### config.mk
export PLATFORM = sky130hd
export DESIGN_NAME = tra_ctrl
export DESIGN_NICKNAME = d
export VERILOG_FILES = /design/src/design/tra_pkg.sv /design/src/design/tra_io_unit.sv /design/src/design/tra_ctrl.sv
export SDC_FILE = /design/constraint.sdc
export NUM_CORES = 1
export LEC_CHECK = 0
export BUFFER_PORTS_ARGS = -buffer_cell sky130_fd_sc_hd__buf_2
export CAP_MARGIN = 20
export CORE_MARGIN = 2
export CORE_UTILIZATION = 30
export DETAILED_ROUTE_END_ITERATION = 12
export PLACE_DENSITY = 0.48
export SETUP_SLACK_MARGIN = 0.3
export SLEW_MARGIN = 40
export SYNTH_ARGS = -nofsm -noshare
export SYNTH_HDL_FRONTEND = slang
export SYNTH_SLANG_ARGS = --single-unit
### constraint.sdc
create_clock -name sys_clk -period 4.05 [get_ports sys_clk]
set_clock_uncertainty 0.05 [all_clocks]
set_input_delay 0.81 -clock sys_clk [delete_from_list [all_inputs] [get_ports sys_clk]]
set_output_delay 0.81 -clock sys_clk [all_outputs]
set_load 0.02 [all_outputs]
### src/design/tra_pkg.sv
/*
 * constants, types and register map of the timer register-a io control block.
 * assumes a single 10 mhz system clock and an 8-bit register port.
 */
package tra_pkg;

   // ************************************************************
   // register map (byte offsets on the 8-bit register port)
   // ************************************************************
   localparam logic [7:0] TRA_OFF_CH1_IO = 8'h00; // ch1_reg_a_io_control
   localparam logic [7:0] TRA_OFF_CH2_IO = 8'h01; // ch2_reg_a_io_control
   localparam logic [7:0] TRA_OFF_CH3_IO = 8'h02; // ch3_reg_a_io_control_high
   localparam logic [7:0] TRA_OFF_CH0_MODE = 8'h03; // ch0_mode_register
   localparam logic [7:0] TRA_OFF_CH0C_IO = 8'h04; // ch0 general reg c io control
   localparam logic [7:0] TRA_OFF_CH4_CTRL = 8'h05; // ch4_control_register
   localparam logic [7:0] TRA_OFF_INT_STAT = 8'h06; // sticky capture status, read only
   localparam logic [7:0] TRA_OFF_INT_EN = 8'h07; // interrupt enable
   localparam logic [7:0] TRA_OFF_INT_CLR = 8'h08; // write one to clear, write only

   // ************************************************************
   // field layout
   // ************************************************************
   localparam int TRA_NCH = 4; // slot 0 is ch0 reg c, slots 1..3 are ch1..ch3 reg a
   localparam int TRA_SEL_MODE = 3; // io_select_bit3: 0 compare, 1 capture
   localparam int TRA_SEL_SRC = 2; // io_select_bit2: level or cascade source
   localparam int TRA_SEL_BOTH = 1; // io_select_bit1: both edges in capture
   localparam int TRA_SEL_FALL = 0; // io_select_bit0: falling edge in capture
   localparam int TRA_BFA_BIT = 0; // buffer_mode_a_enable in ch0_mode_register
   localparam logic [2:0] TRA_PSC_UNDIV = 3'h0; // prescaler code for undivided clock
   localparam logic [3:0] TRA_SEL_RST = 4'h0; // selector after reset
   localparam logic [3:0] TRA_FLAGS_RST = 4'h0; // status and enable after reset
   localparam logic [7:0] TRA_RDATA_IDLE = 8'h00; // read data outside a read cycle

   // ************************************************************
   // types
   // ************************************************************
   typedef enum logic [1:0] {
      TRA_ACT_OFF = 2'b00, // output disabled
      TRA_ACT_LOW = 2'b01, // drive 0 on match
      TRA_ACT_HIGH = 2'b10, // drive 1 on match
      TRA_ACT_TOG = 2'b11 // toggle on match
   } tra_act_t;

   typedef enum logic [1:0] {
      TRA_CASC_NONE = 2'b00, // no cascaded source
      TRA_CASC_CH0A = 2'b01, // ch0 reg a match or capture
      TRA_CASC_CH4 = 2'b10 // ch4 counter count activity
   } tra_casc_t;

   typedef struct packed {
      logic wr; // write strobe
      logic rd; // read strobe
      logic [7:0] addr; // register offset
      logic [7:0] wdata; // write data
   } tra_bus_t;

   typedef struct packed {
      logic out; // pin level
      logic oe_n; // low while the pin is driven
   } tra_pin_t;

   localparam logic [7:0] TRA_IO_OFF [TRA_NCH] = '{TRA_OFF_CH0C_IO, TRA_OFF_CH1_IO,
      TRA_OFF_CH2_IO, TRA_OFF_CH3_IO}; // selector offset per slot
   localparam tra_casc_t TRA_CASC_MAP [TRA_NCH] = '{TRA_CASC_NONE, TRA_CASC_CH0A,
      TRA_CASC_NONE, TRA_CASC_CH4}; // cascade source per slot

endpackage

### src/design/tra_io_unit.sv
/*
 * one io control slot: selector, pin output logic and capture trigger.
 * assumes pin_in is asynchronous and all other inputs are on sys_clk.
 */
`timescale 1ns/10ps
module tra_io_unit
   import tra_pkg::*;
#(
   parameter tra_casc_t CASC = TRA_CASC_NONE // cascade source of this slot
)
(
   input logic sys_clk, // system clock
   input logic rstn, // async reset, low active
   input logic ce, // clock enable, freezes state
   input logic wr_en, // selector write this cycle
   input logic [3:0] wr_sel, // new selector value
   input logic pin_in, // raw pin level
   input logic cmp_match, // compare match pulse
   input logic casc_evt, // cascaded capture event
   input logic inhibit, // slot used as buffer
   output logic [3:0] sel_r, // selector for readback
   output tra_pin_t pin_r, // registered pin drive
   output logic capt_r // capture strobe
);

   // ************************************************************
   // state
   // ************************************************************
   logic [3:0] sel_nxt; // next selector
   tra_pin_t pin_nxt; // next pin drive
   logic capt_nxt; // next capture strobe
   logic meta_r; // first sync stage, read only by sync_r
   logic sync_r; // synchronised pin
   logic prev_r; // synchronised pin, one cycle older
   logic rise; // rising edge seen
   logic fall; // falling edge seen
   logic edge_hit; // selected edge seen
   logic pin_cap; // capture from own pin
   logic casc_cap; // capture from cascade source
   tra_act_t act; // match action of compare mode

   assign rise = sync_r & ~prev_r;
   assign fall = ~sync_r & prev_r;
   assign act = tra_act_t'(sel_r[TRA_SEL_BOTH:TRA_SEL_FALL]);
   assign pin_cap = sel_r[TRA_SEL_MODE] & ~sel_r[TRA_SEL_SRC];
   assign casc_cap = sel_r[TRA_SEL_MODE] & sel_r[TRA_SEL_SRC] & (CASC != TRA_CASC_NONE);

   // ************************************************************
   // next state
   // ************************************************************
   // edge choice: bit1 set means both edges, else bit0 picks falling
   always_comb
   begin
      edge_hit = sel_r[TRA_SEL_BOTH] ? (rise | fall) : (sel_r[TRA_SEL_FALL] ? fall : rise);
   end

   // selector, pin drive and capture
   always_comb
   begin
      sel_nxt = wr_en ? wr_sel : sel_r;
      pin_nxt = pin_r;
      // a buffer slot neither drives nor captures
      if (inhibit)
      begin
         pin_nxt.oe_n = 1'b1;
      end
      else if (wr_en && !wr_sel[TRA_SEL_MODE])
      begin
         // initial level appears at once, before any match
         pin_nxt.out = wr_sel[TRA_SEL_SRC];
         pin_nxt.oe_n = (wr_sel[TRA_SEL_BOTH:TRA_SEL_FALL] == TRA_ACT_OFF);
      end
      else if (wr_en)
      begin
         pin_nxt.oe_n = 1'b1; // capture mode releases the pin
      end
      else if (!sel_r[TRA_SEL_MODE] && cmp_match)
      begin
         unique case (act)
            TRA_ACT_OFF: pin_nxt.out = pin_r.out;
            TRA_ACT_LOW: pin_nxt.out = 1'b0;
            TRA_ACT_HIGH: pin_nxt.out = 1'b1;
            TRA_ACT_TOG: pin_nxt.out = ~pin_r.out;
         endcase
      end
      // own pin edge, or cascade event where this slot has one
      capt_nxt = ~inhibit & ((pin_cap & edge_hit) | (casc_cap & casc_evt));
   end

   // registers only
   always_ff @(posedge sys_clk or negedge rstn)
   begin
      if (!rstn)
      begin
         sel_r <= TRA_SEL_RST;
         pin_r <= '{out: 1'b0, oe_n: 1'b1};
         capt_r <= 1'b0;
         meta_r <= 1'b0;
         sync_r <= 1'b0;
         prev_r <= 1'b0;
      end
      else if (ce)
      begin
         sel_r <= sel_nxt;
         pin_r <= pin_nxt;
         capt_r <= capt_nxt;
         meta_r <= pin_in;
         sync_r <= meta_r;
         prev_r <= sync_r;
      end
   end

   // ************************************************************
   // checks
   // ************************************************************
   property p_toggle;
      @(posedge sys_clk) disable iff (!rstn)
      (ce && !inhibit && !wr_en && !sel_r[TRA_SEL_MODE] && act == TRA_ACT_TOG && cmp_match)
      |=> (pin_r.out != $past(pin_r.out)) && !pin_r.oe_n;
   endproperty
   a_toggle: assert property (p_toggle) else $error("toggle on match missed");

   property p_fall_only;
      @(posedge sys_clk) disable iff (!rstn)
      (ce && !inhibit && pin_cap && sel_r[TRA_SEL_BOTH:TRA_SEL_FALL] == 2'b01 && rise)
      |=> !capt_r;
   endproperty
   a_fall_only: assert property (p_fall_only) else $error("capture on wrong edge");

   property p_pin_edge;
      @(posedge sys_clk) disable iff (!rstn)
      (ce && !inhibit && pin_cap && sel_r[TRA_SEL_BOTH] && (rise || fall)) |=> capt_r;
   endproperty
   a_pin_edge: assert property (p_pin_edge) else $error("pin edge capture missed");

   property p_inhibit;
      @(posedge sys_clk) disable iff (!rstn)
      (ce && inhibit) |=> !capt_r && pin_r.oe_n;
   endproperty
   a_inhibit: assert property (p_inhibit) else $error("buffer slot still active");

   property p_init_level;
      @(posedge sys_clk) disable iff (!rstn)
      (ce && !inhibit && wr_en && !wr_sel[TRA_SEL_MODE]) |=> pin_r.out == $past(wr_sel[TRA_SEL_SRC]);
   endproperty
   a_init_level: assert property (p_init_level) else $error("initial level not driven");

   c_toggle: cover property (@(posedge sys_clk) disable iff (!rstn)
      ce && act == TRA_ACT_TOG && cmp_match && !sel_r[TRA_SEL_MODE]);
   c_pin_capt: cover property (@(posedge sys_clk) disable iff (!rstn) capt_r && pin_cap);

endmodule

### src/design/tra_ctrl.sv
/*
 * top of the timer register-a io control block: register port, four io slots,
 * cascade routing and the capture interrupt.
 * assumes compare match, ch0 reg a event and ch4 count pulses come from timer
 * logic on sys_clk, and that the pins are asynchronous.
 */
`timescale 1ns/10ps

// Overview of operation
// bit3 low: compare, initial level, match action
// bit3 high, bit2 low: capture on chosen edge
// pin capture uses the channel's own pin
// ch1 cascade captures on ch0 reg a events
// ch3 cascade captures on ch4 count activity
// buffered ch0 reg c: no capture, no compare
// undivided ch4 clock gives no cascaded capture
// compare write drives initial level at once
module tra_ctrl
   import tra_pkg::*;
(
   input logic sys_clk, // system clock, 10 mhz
   input logic rstn, // async reset, low active
   input logic ce, // clock enable, freezes state
   input tra_bus_t bus, // register port request
   output logic [7:0] bus_rdata, // read data, cycle after read
   input logic [TRA_NCH-1:0] cmp_match, // compare match per slot
   input logic ch0a_evt, // ch0 reg a match or capture
   input logic ch4_tick, // ch4 counter counted
   input logic [TRA_NCH-1:0] pin_in, // raw timer pins per slot
   output logic [TRA_NCH-1:0] pin_out, // timer pin level per slot
   output logic [TRA_NCH-1:0] pin_oe_n, // low while pin is driven
   output logic [TRA_NCH-1:0] capt, // capture strobe per slot
   output logic irq // capture interrupt, level
);

   // ************************************************************
   // register state
   // ************************************************************
   logic bfa_r; // buffer_mode_a_enable of ch0
   logic bfa_nxt; // next buffer mode
   logic [2:0] psc_r; // ch4 prescaler select field
   logic [2:0] psc_nxt; // next prescaler field
   logic [3:0] stat_r; // sticky capture status
   logic [3:0] stat_nxt; // next status
   logic [3:0] en_r; // interrupt enable
   logic [3:0] en_nxt; // next enable
   logic [7:0] rdata_r; // registered read data
   logic [7:0] rdata_nxt; // next read data
   logic irq_r; // registered interrupt
   logic irq_nxt; // next interrupt
   logic [3:0] clr; // status bits cleared this cycle

   // ************************************************************
   // slot wiring
   // ************************************************************
   logic [TRA_NCH-1:0] wr_en; // selector write per slot
   logic [TRA_NCH-1:0] casc_evt; // cascade event per slot
   logic [TRA_NCH-1:0] inhibit; // slot disabled as buffer
   logic [TRA_NCH-1:0] capt_w; // capture strobes from slots
   logic [3:0] sel_w [TRA_NCH]; // selectors from slots
   tra_pin_t pin_w [TRA_NCH]; // pin drive from slots
   logic ch4_live; // ch4 counts on a divided clock

   // an undivided ch4 clock would count every cycle; cascading is then off
   assign ch4_live = (psc_r != TRA_PSC_UNDIV);

   // per-slot decode and cascade sources
   always_comb
   begin
      for (int i = 0; i < TRA_NCH; i++)
      begin
         wr_en[i] = bus.wr && (bus.addr == TRA_IO_OFF[i]);
         inhibit[i] = 1'b0;
         unique case (TRA_CASC_MAP[i])
            TRA_CASC_CH0A: casc_evt[i] = ch0a_evt;
            TRA_CASC_CH4: casc_evt[i] = ch4_tick & ch4_live;
            TRA_CASC_NONE: casc_evt[i] = 1'b0;
            default: casc_evt[i] = 1'b0;
         endcase
      end
      // only ch0 reg c can act as a buffer register
      inhibit[0] = bfa_r;
   end

   // ************************************************************
   // io slots
   // ************************************************************
   // one slot per controlled register; the cascade source is fixed per slot
   generate
      for (genvar g = 0; g < TRA_NCH; g++)
      begin : g_slot
         tra_io_unit #(
            .CASC(TRA_CASC_MAP[g])
         ) u_slot (
            .sys_clk(sys_clk),
            .rstn(rstn),
            .ce(ce),
            .wr_en(wr_en[g]),
            .wr_sel(bus.wdata[3:0]),
            .pin_in(pin_in[g]),
            .cmp_match(cmp_match[g]),
            .casc_evt(casc_evt[g]),
            .inhibit(inhibit[g]),
            .sel_r(sel_w[g]),
            .pin_r(pin_w[g]),
            .capt_r(capt_w[g])
         );
         assign pin_out[g] = pin_w[g].out;
         assign pin_oe_n[g] = pin_w[g].oe_n;
      end
   endgenerate

   assign capt = capt_w;

   // ************************************************************
   // register port
   // ************************************************************
   // writes to control and interrupt registers
   always_comb
   begin
      bfa_nxt = bfa_r;
      psc_nxt = psc_r;
      en_nxt = en_r;
      clr = TRA_FLAGS_RST;
      if (bus.wr)
      begin
         unique case (bus.addr)
            TRA_OFF_CH0_MODE: bfa_nxt = bus.wdata[TRA_BFA_BIT];
            TRA_OFF_CH4_CTRL: psc_nxt = bus.wdata[2:0];
            TRA_OFF_INT_EN: en_nxt = bus.wdata[3:0];
            TRA_OFF_INT_CLR: clr = bus.wdata[3:0];
            default: ; // selectors, status register or unmapped
         endcase
      end
      // a capture in the clearing cycle survives the clear
      stat_nxt = (stat_r & ~clr) | capt_w;
      irq_nxt = |(stat_nxt & en_nxt);
   end

   // read mux; data stand only in the cycle after the strobe
   always_comb
   begin
      rdata_nxt = TRA_RDATA_IDLE;
      if (bus.rd)
      begin
         for (int i = 0; i < TRA_NCH; i++)
         begin
            if (bus.addr == TRA_IO_OFF[i])
            begin
               rdata_nxt = {4'h0, sel_w[i]};
            end
         end
         unique case (bus.addr)
            TRA_OFF_CH0_MODE: rdata_nxt = {7'h00, bfa_r};
            TRA_OFF_CH4_CTRL: rdata_nxt = {5'h00, psc_r};
            TRA_OFF_INT_STAT: rdata_nxt = {4'h0, stat_r};
            TRA_OFF_INT_EN: rdata_nxt = {4'h0, en_r};
            default: ; // selectors, clear register and unmapped
         endcase
      end
   end

   // registers only
   always_ff @(posedge sys_clk or negedge rstn)
   begin
      if (!rstn)
      begin
         bfa_r <= 1'b0;
         psc_r <= TRA_PSC_UNDIV;
         stat_r <= TRA_FLAGS_RST;
         en_r <= TRA_FLAGS_RST;
         rdata_r <= TRA_RDATA_IDLE;
         irq_r <= 1'b0;
      end
      else if (ce)
      begin
         bfa_r <= bfa_nxt;
         psc_r <= psc_nxt;
         stat_r <= stat_nxt;
         en_r <= en_nxt;
         rdata_r <= rdata_nxt;
         irq_r <= irq_nxt;
      end
   end

   assign bus_rdata = rdata_r;
   assign irq = irq_r;

   // ************************************************************
   // checks
   // ************************************************************
   // all checks sample on sys_clk and rest while reset is low
   // ch1 captures on every ch0 reg a event
   property p_ch1_casc;
      @(posedge sys_clk) disable iff (!rstn)
      (ce && sel_w[1][TRA_SEL_MODE] && sel_w[1][TRA_SEL_SRC] && ch0a_evt) |=> capt[1];
   endproperty
   a_ch1_casc: assert property (p_ch1_casc) else $error("ch1 cascade capture missed");

   // ch3 captures on each divided ch4 count
   property p_ch3_casc;
      @(posedge sys_clk) disable iff (!rstn)
      (ce && sel_w[3][TRA_SEL_MODE] && sel_w[3][TRA_SEL_SRC] && ch4_tick
       && psc_r != TRA_PSC_UNDIV) |=> capt[3];
   endproperty
   a_ch3_casc: assert property (p_ch3_casc) else $error("ch3 cascade capture missed");

   // undivided ch4 clock never cascades
   property p_ch3_undiv;
      @(posedge sys_clk) disable iff (!rstn)
      (ce && sel_w[3][TRA_SEL_MODE] && sel_w[3][TRA_SEL_SRC] && psc_r == TRA_PSC_UNDIV)
      |=> !capt[3];
   endproperty
   a_ch3_undiv: assert property (p_ch3_undiv)
      else $error("cascade capture on undivided clock");

   // buffered ch0 reg c stays silent
   property p_buf_quiet;
      @(posedge sys_clk) disable iff (!rstn)
      (ce && bfa_r) [*2] |=> !capt[0] && pin_oe_n[0];
   endproperty
   a_buf_quiet: assert property (p_buf_quiet) else $error("buffered ch0 reg c active");

   // ch2 has no cascade source at all
   property p_ch2_no_casc;
      @(posedge sys_clk) disable iff (!rstn)
      (ce && sel_w[2][TRA_SEL_MODE] && sel_w[2][TRA_SEL_SRC]) |=> !capt[2];
   endproperty
   a_ch2_no_casc: assert property (p_ch2_no_casc) else $error("ch2 has no cascade source");

   // enabled capture raises the interrupt
   property p_irq;
      @(posedge sys_clk) disable iff (!rstn)
      (ce && capt[1] && en_nxt[1]) |=> stat_r[1] && irq;
   endproperty
   a_irq: assert property (p_irq) else $error("capture did not raise interrupt");

   // a capture in the clearing cycle survives
   property p_set_wins;
      @(posedge sys_clk) disable iff (!rstn)
      (ce && (|capt)) |=> (stat_r & $past(capt)) == $past(capt);
   endproperty
   a_set_wins: assert property (p_set_wins) else $error("capture lost in status");

   // write-one clear with no capture beside it
   property p_clr;
      @(posedge sys_clk) disable iff (!rstn)
      (ce && bus.wr && bus.addr == TRA_OFF_INT_CLR && capt == 4'h0)
      |=> (stat_r & $past(bus.wdata[3:0])) == 4'h0;
   endproperty
   a_clr: assert property (p_clr) else $error("status bit not cleared");

   // level interrupt follows enabled status
   property p_irq_level;
      @(posedge sys_clk) disable iff (!rstn)
      irq == |(stat_r & en_r);
   endproperty
   a_irq_level: assert property (p_irq_level) else $error("interrupt level wrong");

   // read data stand one cycle, then idle
   property p_rdata_idle;
      @(posedge sys_clk) disable iff (!rstn)
      (ce && !bus.rd) |=> bus_rdata == TRA_RDATA_IDLE;
   endproperty
   a_rdata_idle: assert property (p_rdata_idle) else $error("read data outside read cycle");

   // status read shows flags as they stood at the strobe
   property p_stat_rd;
      @(posedge sys_clk) disable iff (!rstn)
      (ce && bus.rd && bus.addr == TRA_OFF_INT_STAT) |=> bus_rdata == {4'h0, $past(stat_r)};
   endproperty
   a_stat_rd: assert property (p_stat_rd) else $error("status read wrong");

   // clock enable low holds capture, pin and interrupt outputs
   property p_freeze;
      @(posedge sys_clk) disable iff (!rstn)
      !ce |=> $stable(capt) && $stable(pin_out) && $stable(pin_oe_n) && $stable(irq);
   endproperty
   a_freeze: assert property (p_freeze) else $error("state moved with clock enable low");

   // a compare code with a match action drives at once
   property p_drive;
      @(posedge sys_clk) disable iff (!rstn)
      (ce && wr_en[1] && !bus.wdata[TRA_SEL_MODE]
       && bus.wdata[TRA_SEL_BOTH:TRA_SEL_FALL] != TRA_ACT_OFF) |=> !pin_oe_n[1];
   endproperty
   a_drive: assert property (p_drive) else $error("compare pin not driven");

   // ch1 in cascade mode ignores its own pin
   property p_ch1_only_evt;
      @(posedge sys_clk) disable iff (!rstn)
      (ce && sel_w[1][TRA_SEL_MODE] && sel_w[1][TRA_SEL_SRC] && !ch0a_evt) |=> !capt[1];
   endproperty
   a_ch1_only_evt: assert property (p_ch1_only_evt) else $error("ch1 cascade unasked");

   // main scenarios: both cascades and a cleared interrupt

   c_ch1_casc: cover property (@(posedge sys_clk) disable iff (!rstn)
      capt[1] && sel_w[1][TRA_SEL_SRC]);
   c_ch3_casc: cover property (@(posedge sys_clk) disable iff (!rstn)
      capt[3] && sel_w[3][TRA_SEL_SRC]);
   c_irq_clr: cover property (@(posedge sys_clk) disable iff (!rstn)
      irq ##1 !irq);

endmodule

# Word-level counts from Yosys, hierarchy flattened
# Cells that the tools add are included.
[word_totals]
reg_bits = 61
input_bits = 31
out_inout_bits = 21
[op_classes]
eq_ne = 28
mux = 39
reduce_logical = 47
n_bitwise = 49
[ops]
columns = ["operator", "n"]
rows = [
  ["== test 8 x 3 -> 1 bit (second input constant)", 4],
  ["2-to-1 mux 8 bit", 4],
  ["case mux 8 bit (4 select lines)", 1],
  ["bitwise AND 1 bit", 22],
  ["2-to-1 mux 1 bit", 21],
  ["2-to-1 mux 4 bit", 5],
  ["inverter 1 bit", 17],
  ["== test 2 bit (second input constant)", 8],
  ["== test 8 x 2 -> 1 bit (second input constant)", 2],
  ["AND reduction 2 bit", 8],
  ["nonzero test 2 bit", 7],
  ["logical AND 1 bit", 12],
  ["case mux 1 bit (3 select lines)", 4],
  ["AND reduction 4 bit", 3],
  ["logical NOT 2 bit", 5],
  ["bitwise AND 4 bit", 2],
  ["== test 2 x 1 -> 1 bit (second input constant)", 4],
  ["== test 8 x 1 -> 1 bit (second input constant)", 1],
  ["== test 8 x 4 -> 1 bit (second input constant)", 1],
  ["logical NOT 8 bit", 1],
  ["2-to-1 mux 2 bit", 4],
  ["inequality test 2 x 1 -> 1 bit (second input constant)", 4],
  ["inequality test 2 bit (second input constant)", 4],
  ["bitwise OR 1 bit", 6],
  ["other kinds (7)", 13],
]

# Logic depth before layout (Yosys ltp)
[depth]
word_depth = 8
ltp_mapped = 7

# Hierarchy
# Synthesis repeated with hierarchy kept, for this count alone.
[unflattened]
hier_cells = 316
area_unflattened_um2 = 3236.9
[modules_own_cells]
columns = ["module", "n_inst", "area_per_inst_um2", "seq_area_each_um2", "cells_each"]
rows = [
  ["tra_ctrl", 1, 1204.9, 425.4, 132],
  ["tra_io_unit at g_slot[1].u_slot ...", 2, 511.7, 251.5, 47],
  ["tra_io_unit at g_slot[0].u_slot ...", 2, 504.2, 251.5, 45],
]

# Worst setup path before layout
# OpenSTA, ideal clock, no wires.
[synth_path]
path_kind = "in2reg"
startpoint = "input port bus[13] (netlist name)"
endpoint = "register g_slot[3].u_slot.pin_r[1] (netlist name)"
setup_time_ps = 125
t_required_ps = 3875
path_stages = 6
path_buffers = 1
slack_ps = 1443
arrival_time_ps = 2432
cell_sequence = "or4_4 > buf_6 > nor4_4 > a21oi_1 > a41oi_1 > mux2_2"
[synth_between]
elab_chain_cells = 5
[synth_rtl]
columns = ["item", "line", "source"]
rows = [
  ["from (decl)", "tra_ctrl.sv:24", "input tra_bus_t bus,"],
  ["== test 8 x 2 -> 1 bit *", "tra_ctrl.sv:72", "wr_en[i] = bus.wr && (bus.addr == TRA_IO_OFF[i]);"],
  ["logical AND 1 bit *", "tra_ctrl.sv:72", ""],
  ["logical AND 1 bit", "tra_io_unit.sv:67", "else if (wr_en && !wr_sel[TRA_SEL_MODE])"],
  ["inequality test 2 bit (no line) (tied with other cells)", "n/a", ""],
  ["AND reduction 4 bit (no line)", "n/a", ""],
  ["to (signal assigned)", "tra_io_unit.sv:96", "pin_r <= '{out: 1'b0, oe_n: 1'b1};"],
  ["to (signal assigned)", "tra_io_unit.sv:105", "pin_r <= pin_nxt;"],
  ["to (decl)", "tra_io_unit.sv:22", "output tra_pin_t pin_r,"],
]
# Every way passes the cells marked *; elsewhere a longest branch is shown, timed or not.
# A chain may end at the register's enable or synchronous reset.

# Worst setup path after layout
# Ends and elaborated chain as after synthesis.

==> flow_summary_export.csv <==
group,metric,value,unit
sta,tightest_slew,0.755,ns
clocking,clk_pin_slew,0.07,ns
yosys,synthFlopType,"dfrtp_1",
sta,slew_violations,0,
critical_path,crit_fanout,9,
critical_path,start_kind,"input port",
cells_and_area,diodes,0,
routing,drc_errors,0,
yosys,synth_edf_count,0,
cells_and_area,layout_commonest_cell,"dfrtp_1",
routing,drt-total-wl,8630,µm
yosys,synth_cell_types,55,
power_and_ir_drop,intPower,903,µW
yosys,synthCells,323,
clocking,clock_latency,0.35,ns
yosys,ys_seq_elements,57,
cells_and_area,drive_above_1_share,29.8,%
power_and_ir_drop,power_density,344,nW/µm²
cells_and_area,final_cell_mix,"53 x dfrtp_1, 42 x buf_2, 36 x mux2_2",
cells_and_area,area_growth,13.2,%
floorplanning,die-width,109,µm
grt,grt_pass1_wl,14200,µm
placed_design,io_buffers,43,
grt,grt_overflow,0,
critical_path,cp.arrival,2.64,ns
floorplanning,rows,38,
routing,num_vias,2580,
sta,min_period_over_period,60.7,%
clocking,cts_buffer_depth,2,
clocking,cts_hold_buffers,0,
power_and_ir_drop,peakVddDrop,0.136,mV
placed_design,placed_area,3570,µm²
routing,wl_met2,4010,µm
floorplanning,coreArea,10700,µm²
placed_design,gp_congestion,0.791,
yosys,synthArstFlopShare,100,%
grt,grtUsageTotal,16.0,%
floorplanning,initial_utilization,30.6,%
yosys,yosysWarnings,0,
critical_path,endpoint_kind,"register",
flow_run,maxCapViolCount,0,
power_and_ir_drop,switchingPower,379,µW
routing,via_per_inst,5.17,
clocking,post_cts_buffers,0,
clocking,cts_tree,"built",
sta,setup_viol,0,
cells_and_area,fillers,1164,
sta,hold_slack,0.422,ns
sta,rsz0062_at_grt,"false",
clocking,htree_num_levels,3,
sta,fmax,407,MHz
hold_path,min_path_type,"in -> async",
grt,grt_pass1_vias,2574,
grt,grt_max_degree,55,
sta,hold_violations,0,
placed_design,hpwlAfterDp,5980,µm
clocking,cts.sinks,57,
floorplanning,die_h,109,µm
floorplanning,dieArea,11800,µm²
sta,min_period,2.46,ns
floorplanning,io-pin-count,52,
routing,first_iter_violations,98,
critical_path,crit_type,"in -> reg",
routing,drt-met1-wl,4080,µm
routing,drt_first_pass_iters,4,
critical_path,slowest_stage,"or4_4",
clocking,cts.repair.resized,0,
power_and_ir_drop,p_leak,0.00168,µW
power_and_ir_drop,clockPowerShare,34.9,%
critical_path,critical_path.cell_chain,"buf_2 > or4_4 > nor4_4 > a21oi_1 > a41oi_1 > mux2_2",
sta,max-slew-margin-rel,49.2,%
yosys,netlist.top_cell.by_area,"dfrtp_1",
routing,dr.max_layer_used,"met4",
critical_path,slowest_delay,0.66,ns
routing,wl_met3,431,µm
yosys,synthTopCellsByArea,"dfrtp_1 40%, mux2_2 12%, o21ai_0 3.7%, nand2_1 3.3%, dfstp_2 3.2%",
yosys,syn_avg_cell_area,10.2,µm²
power_and_ir_drop,p_comb_share,15.3,%
power_and_ir_drop,swShare,29.6,%
clocking,numCtsBuffers,9,
grt,grt_antenna_before_repair,0,
yosys,yosysSeqAreaShare,43.5,%
routing,routedWlPerCell,17.3,µm
yosys,synth_area,3290,µm²
clocking,cts_root_buf,"clkbuf_8",
sta,tns,0,ns
critical_path,crit_required,4.23,ns
cells_and_area,finalNetCount,393,
cells_and_area,final_area,3720,µm²
routing,ant_nets,0,
power_and_ir_drop,seqPwrFrac,49.8,%
run_status,status,"finished clean",
yosys,synth_top_area_share,40.3,%
worst max-delay path: cells and delay by family:
| kind | cells | cell delay [ns] |
|---|---|---|
| AND/OR/NAND/NOR | 2 | 1.05 |
| buffers and inverters | 1 | 0.11 |
| AO/OA/AOI/OAI | 2 | 0.31 |
| multiplexers | 1 | 0.35 |
cell families after synthesis:
kind of cell / Yosys count / share of synthesized area, %
multiplexers: 43 / 14.5
AND/OR/NAND/NOR: 89 / 16.5
buffers and inverters: 49 / 6.77
other: 1 / 0.114
flip-flops: 57 / 43.5
adder cells (fa/ha/maj): 8 / 3.04
AO/OA/AOI/OAI: 76 / 15.6
synth_stat cells, types with 2 or more instances:
master / instances
nor2b_1: 8
mux2_2: 36
o211ai_1: 4
clkbuf_1: 16
nor3b_1: 4
nor4b_4: 2
nand3_1: 9
buf_4: 8
and3_1: 2
o21ai_0: 24
nand4b_1: 3
a211oi_1: 4
a41oi_1: 4
mux2i_1: 7
nor4_1: 3
dfstp_2: 4
nand2b_1: 5
dfrtp_1: 53
a22o_1: 4
o22a_1: 3
o32ai_1: 2
inv_1: 21
a221o_1: 2
ha_1: 8
o22ai_1: 2
a21boi_0: 6
a21oi_1: 10
buf_1: 2
nor2_1: 8
nand2_1: 29
o2111ai_1: 3
nor3_1: 2
nand4_1: 3
registers in the layout (all words and copies together), names as in the netlist:
register              cells
g_slot.u_slot.pin_r       8
irq                       1
g_slot.u_slot.prev_r      4
g_slot.u_slot.sel_r      16
bfa_r                     1
bus_rdata                 4
g_slot.u_slot.sync_r      4
stat_r                    4
g_slot.u_slot.capt_r      4
en_r                      4
psc_r                     3
g_slot.u_slot.meta_r      4
metal layers:
| layer | vias up | GRT usage [%] |
|---|---|---|
| met5 | - | 0 |
| met4 | 0 | 4.67 |
| met3 | 8 | 4.24 |
| met2 | 67 | 24.6 |
| met1 | 1292 | 22.0 |
| li1 | 1213 | - |
path summary, 6_finish.rpt:
kind,from,endpoint,slack [ns],cells past startpoint
max,bus[13],g_slot[3].u_slot.pin_r[1],1.59,6
min reg2reg,g_slot[0].u_slot.meta_r,g_slot[0].u_slot.sync_r,0.43,2
min in group sys_clk,g_slot[0].u_slot.meta_r,g_slot[0].u_slot.sync_r,0.43,2
max in group asynchronous,rstn,en_r[1],2.90,2
min,rstn,bfa_r,0.42,1
max reg2reg,g_slot[1].u_slot.sel_r[0],bus_rdata[0],2.42,5
area by class of cell:
| cell class | instances | area, µm² | share of cell area, % |
|---|---|---|---|
| multi-input combinational | 220 | 1650 | 44.4 |
| inverter | 21 | 78.8 | 2.12 |
| clock buffer | 14 | 143 | 3.83 |
| timing repair buffer | 45 | 233 | 6.25 |
| tap | 140 | 175 | 4.70 |
| sequential | 57 | 1430 | 38.4 |
| clock inverter | 2 | 10.0 | 0.269 |
power groups by stage:
| stage | registers, µW | clock network [µW] | logic [µW] |
|---|---|---|---|
| floorplan | 649 | 0 | 130 |
| global placement | 647 | 0 | 195 |
| detailed placement | 649 | 0 | 198 |
| CTS | 639 | 468 | 200 |
| global route | 644 | 487 | 222 |
| finish | 638 | 447 | 196 |
stage by stage:
stage          instances  utilization [%]  total power, µW  worst slack (ns)
2_1_floorplan        326                -              779              1.44
3_3_place_gp         483             33.2              843              1.25
3_5_place_dp         483             33.2              846              1.23
4_1_cts              499             34.7             1310              1.61
5_1_grt              499             34.7             1350              1.52
6_report             499             34.7             1280              1.59
(Power assumes the default switching activity.)
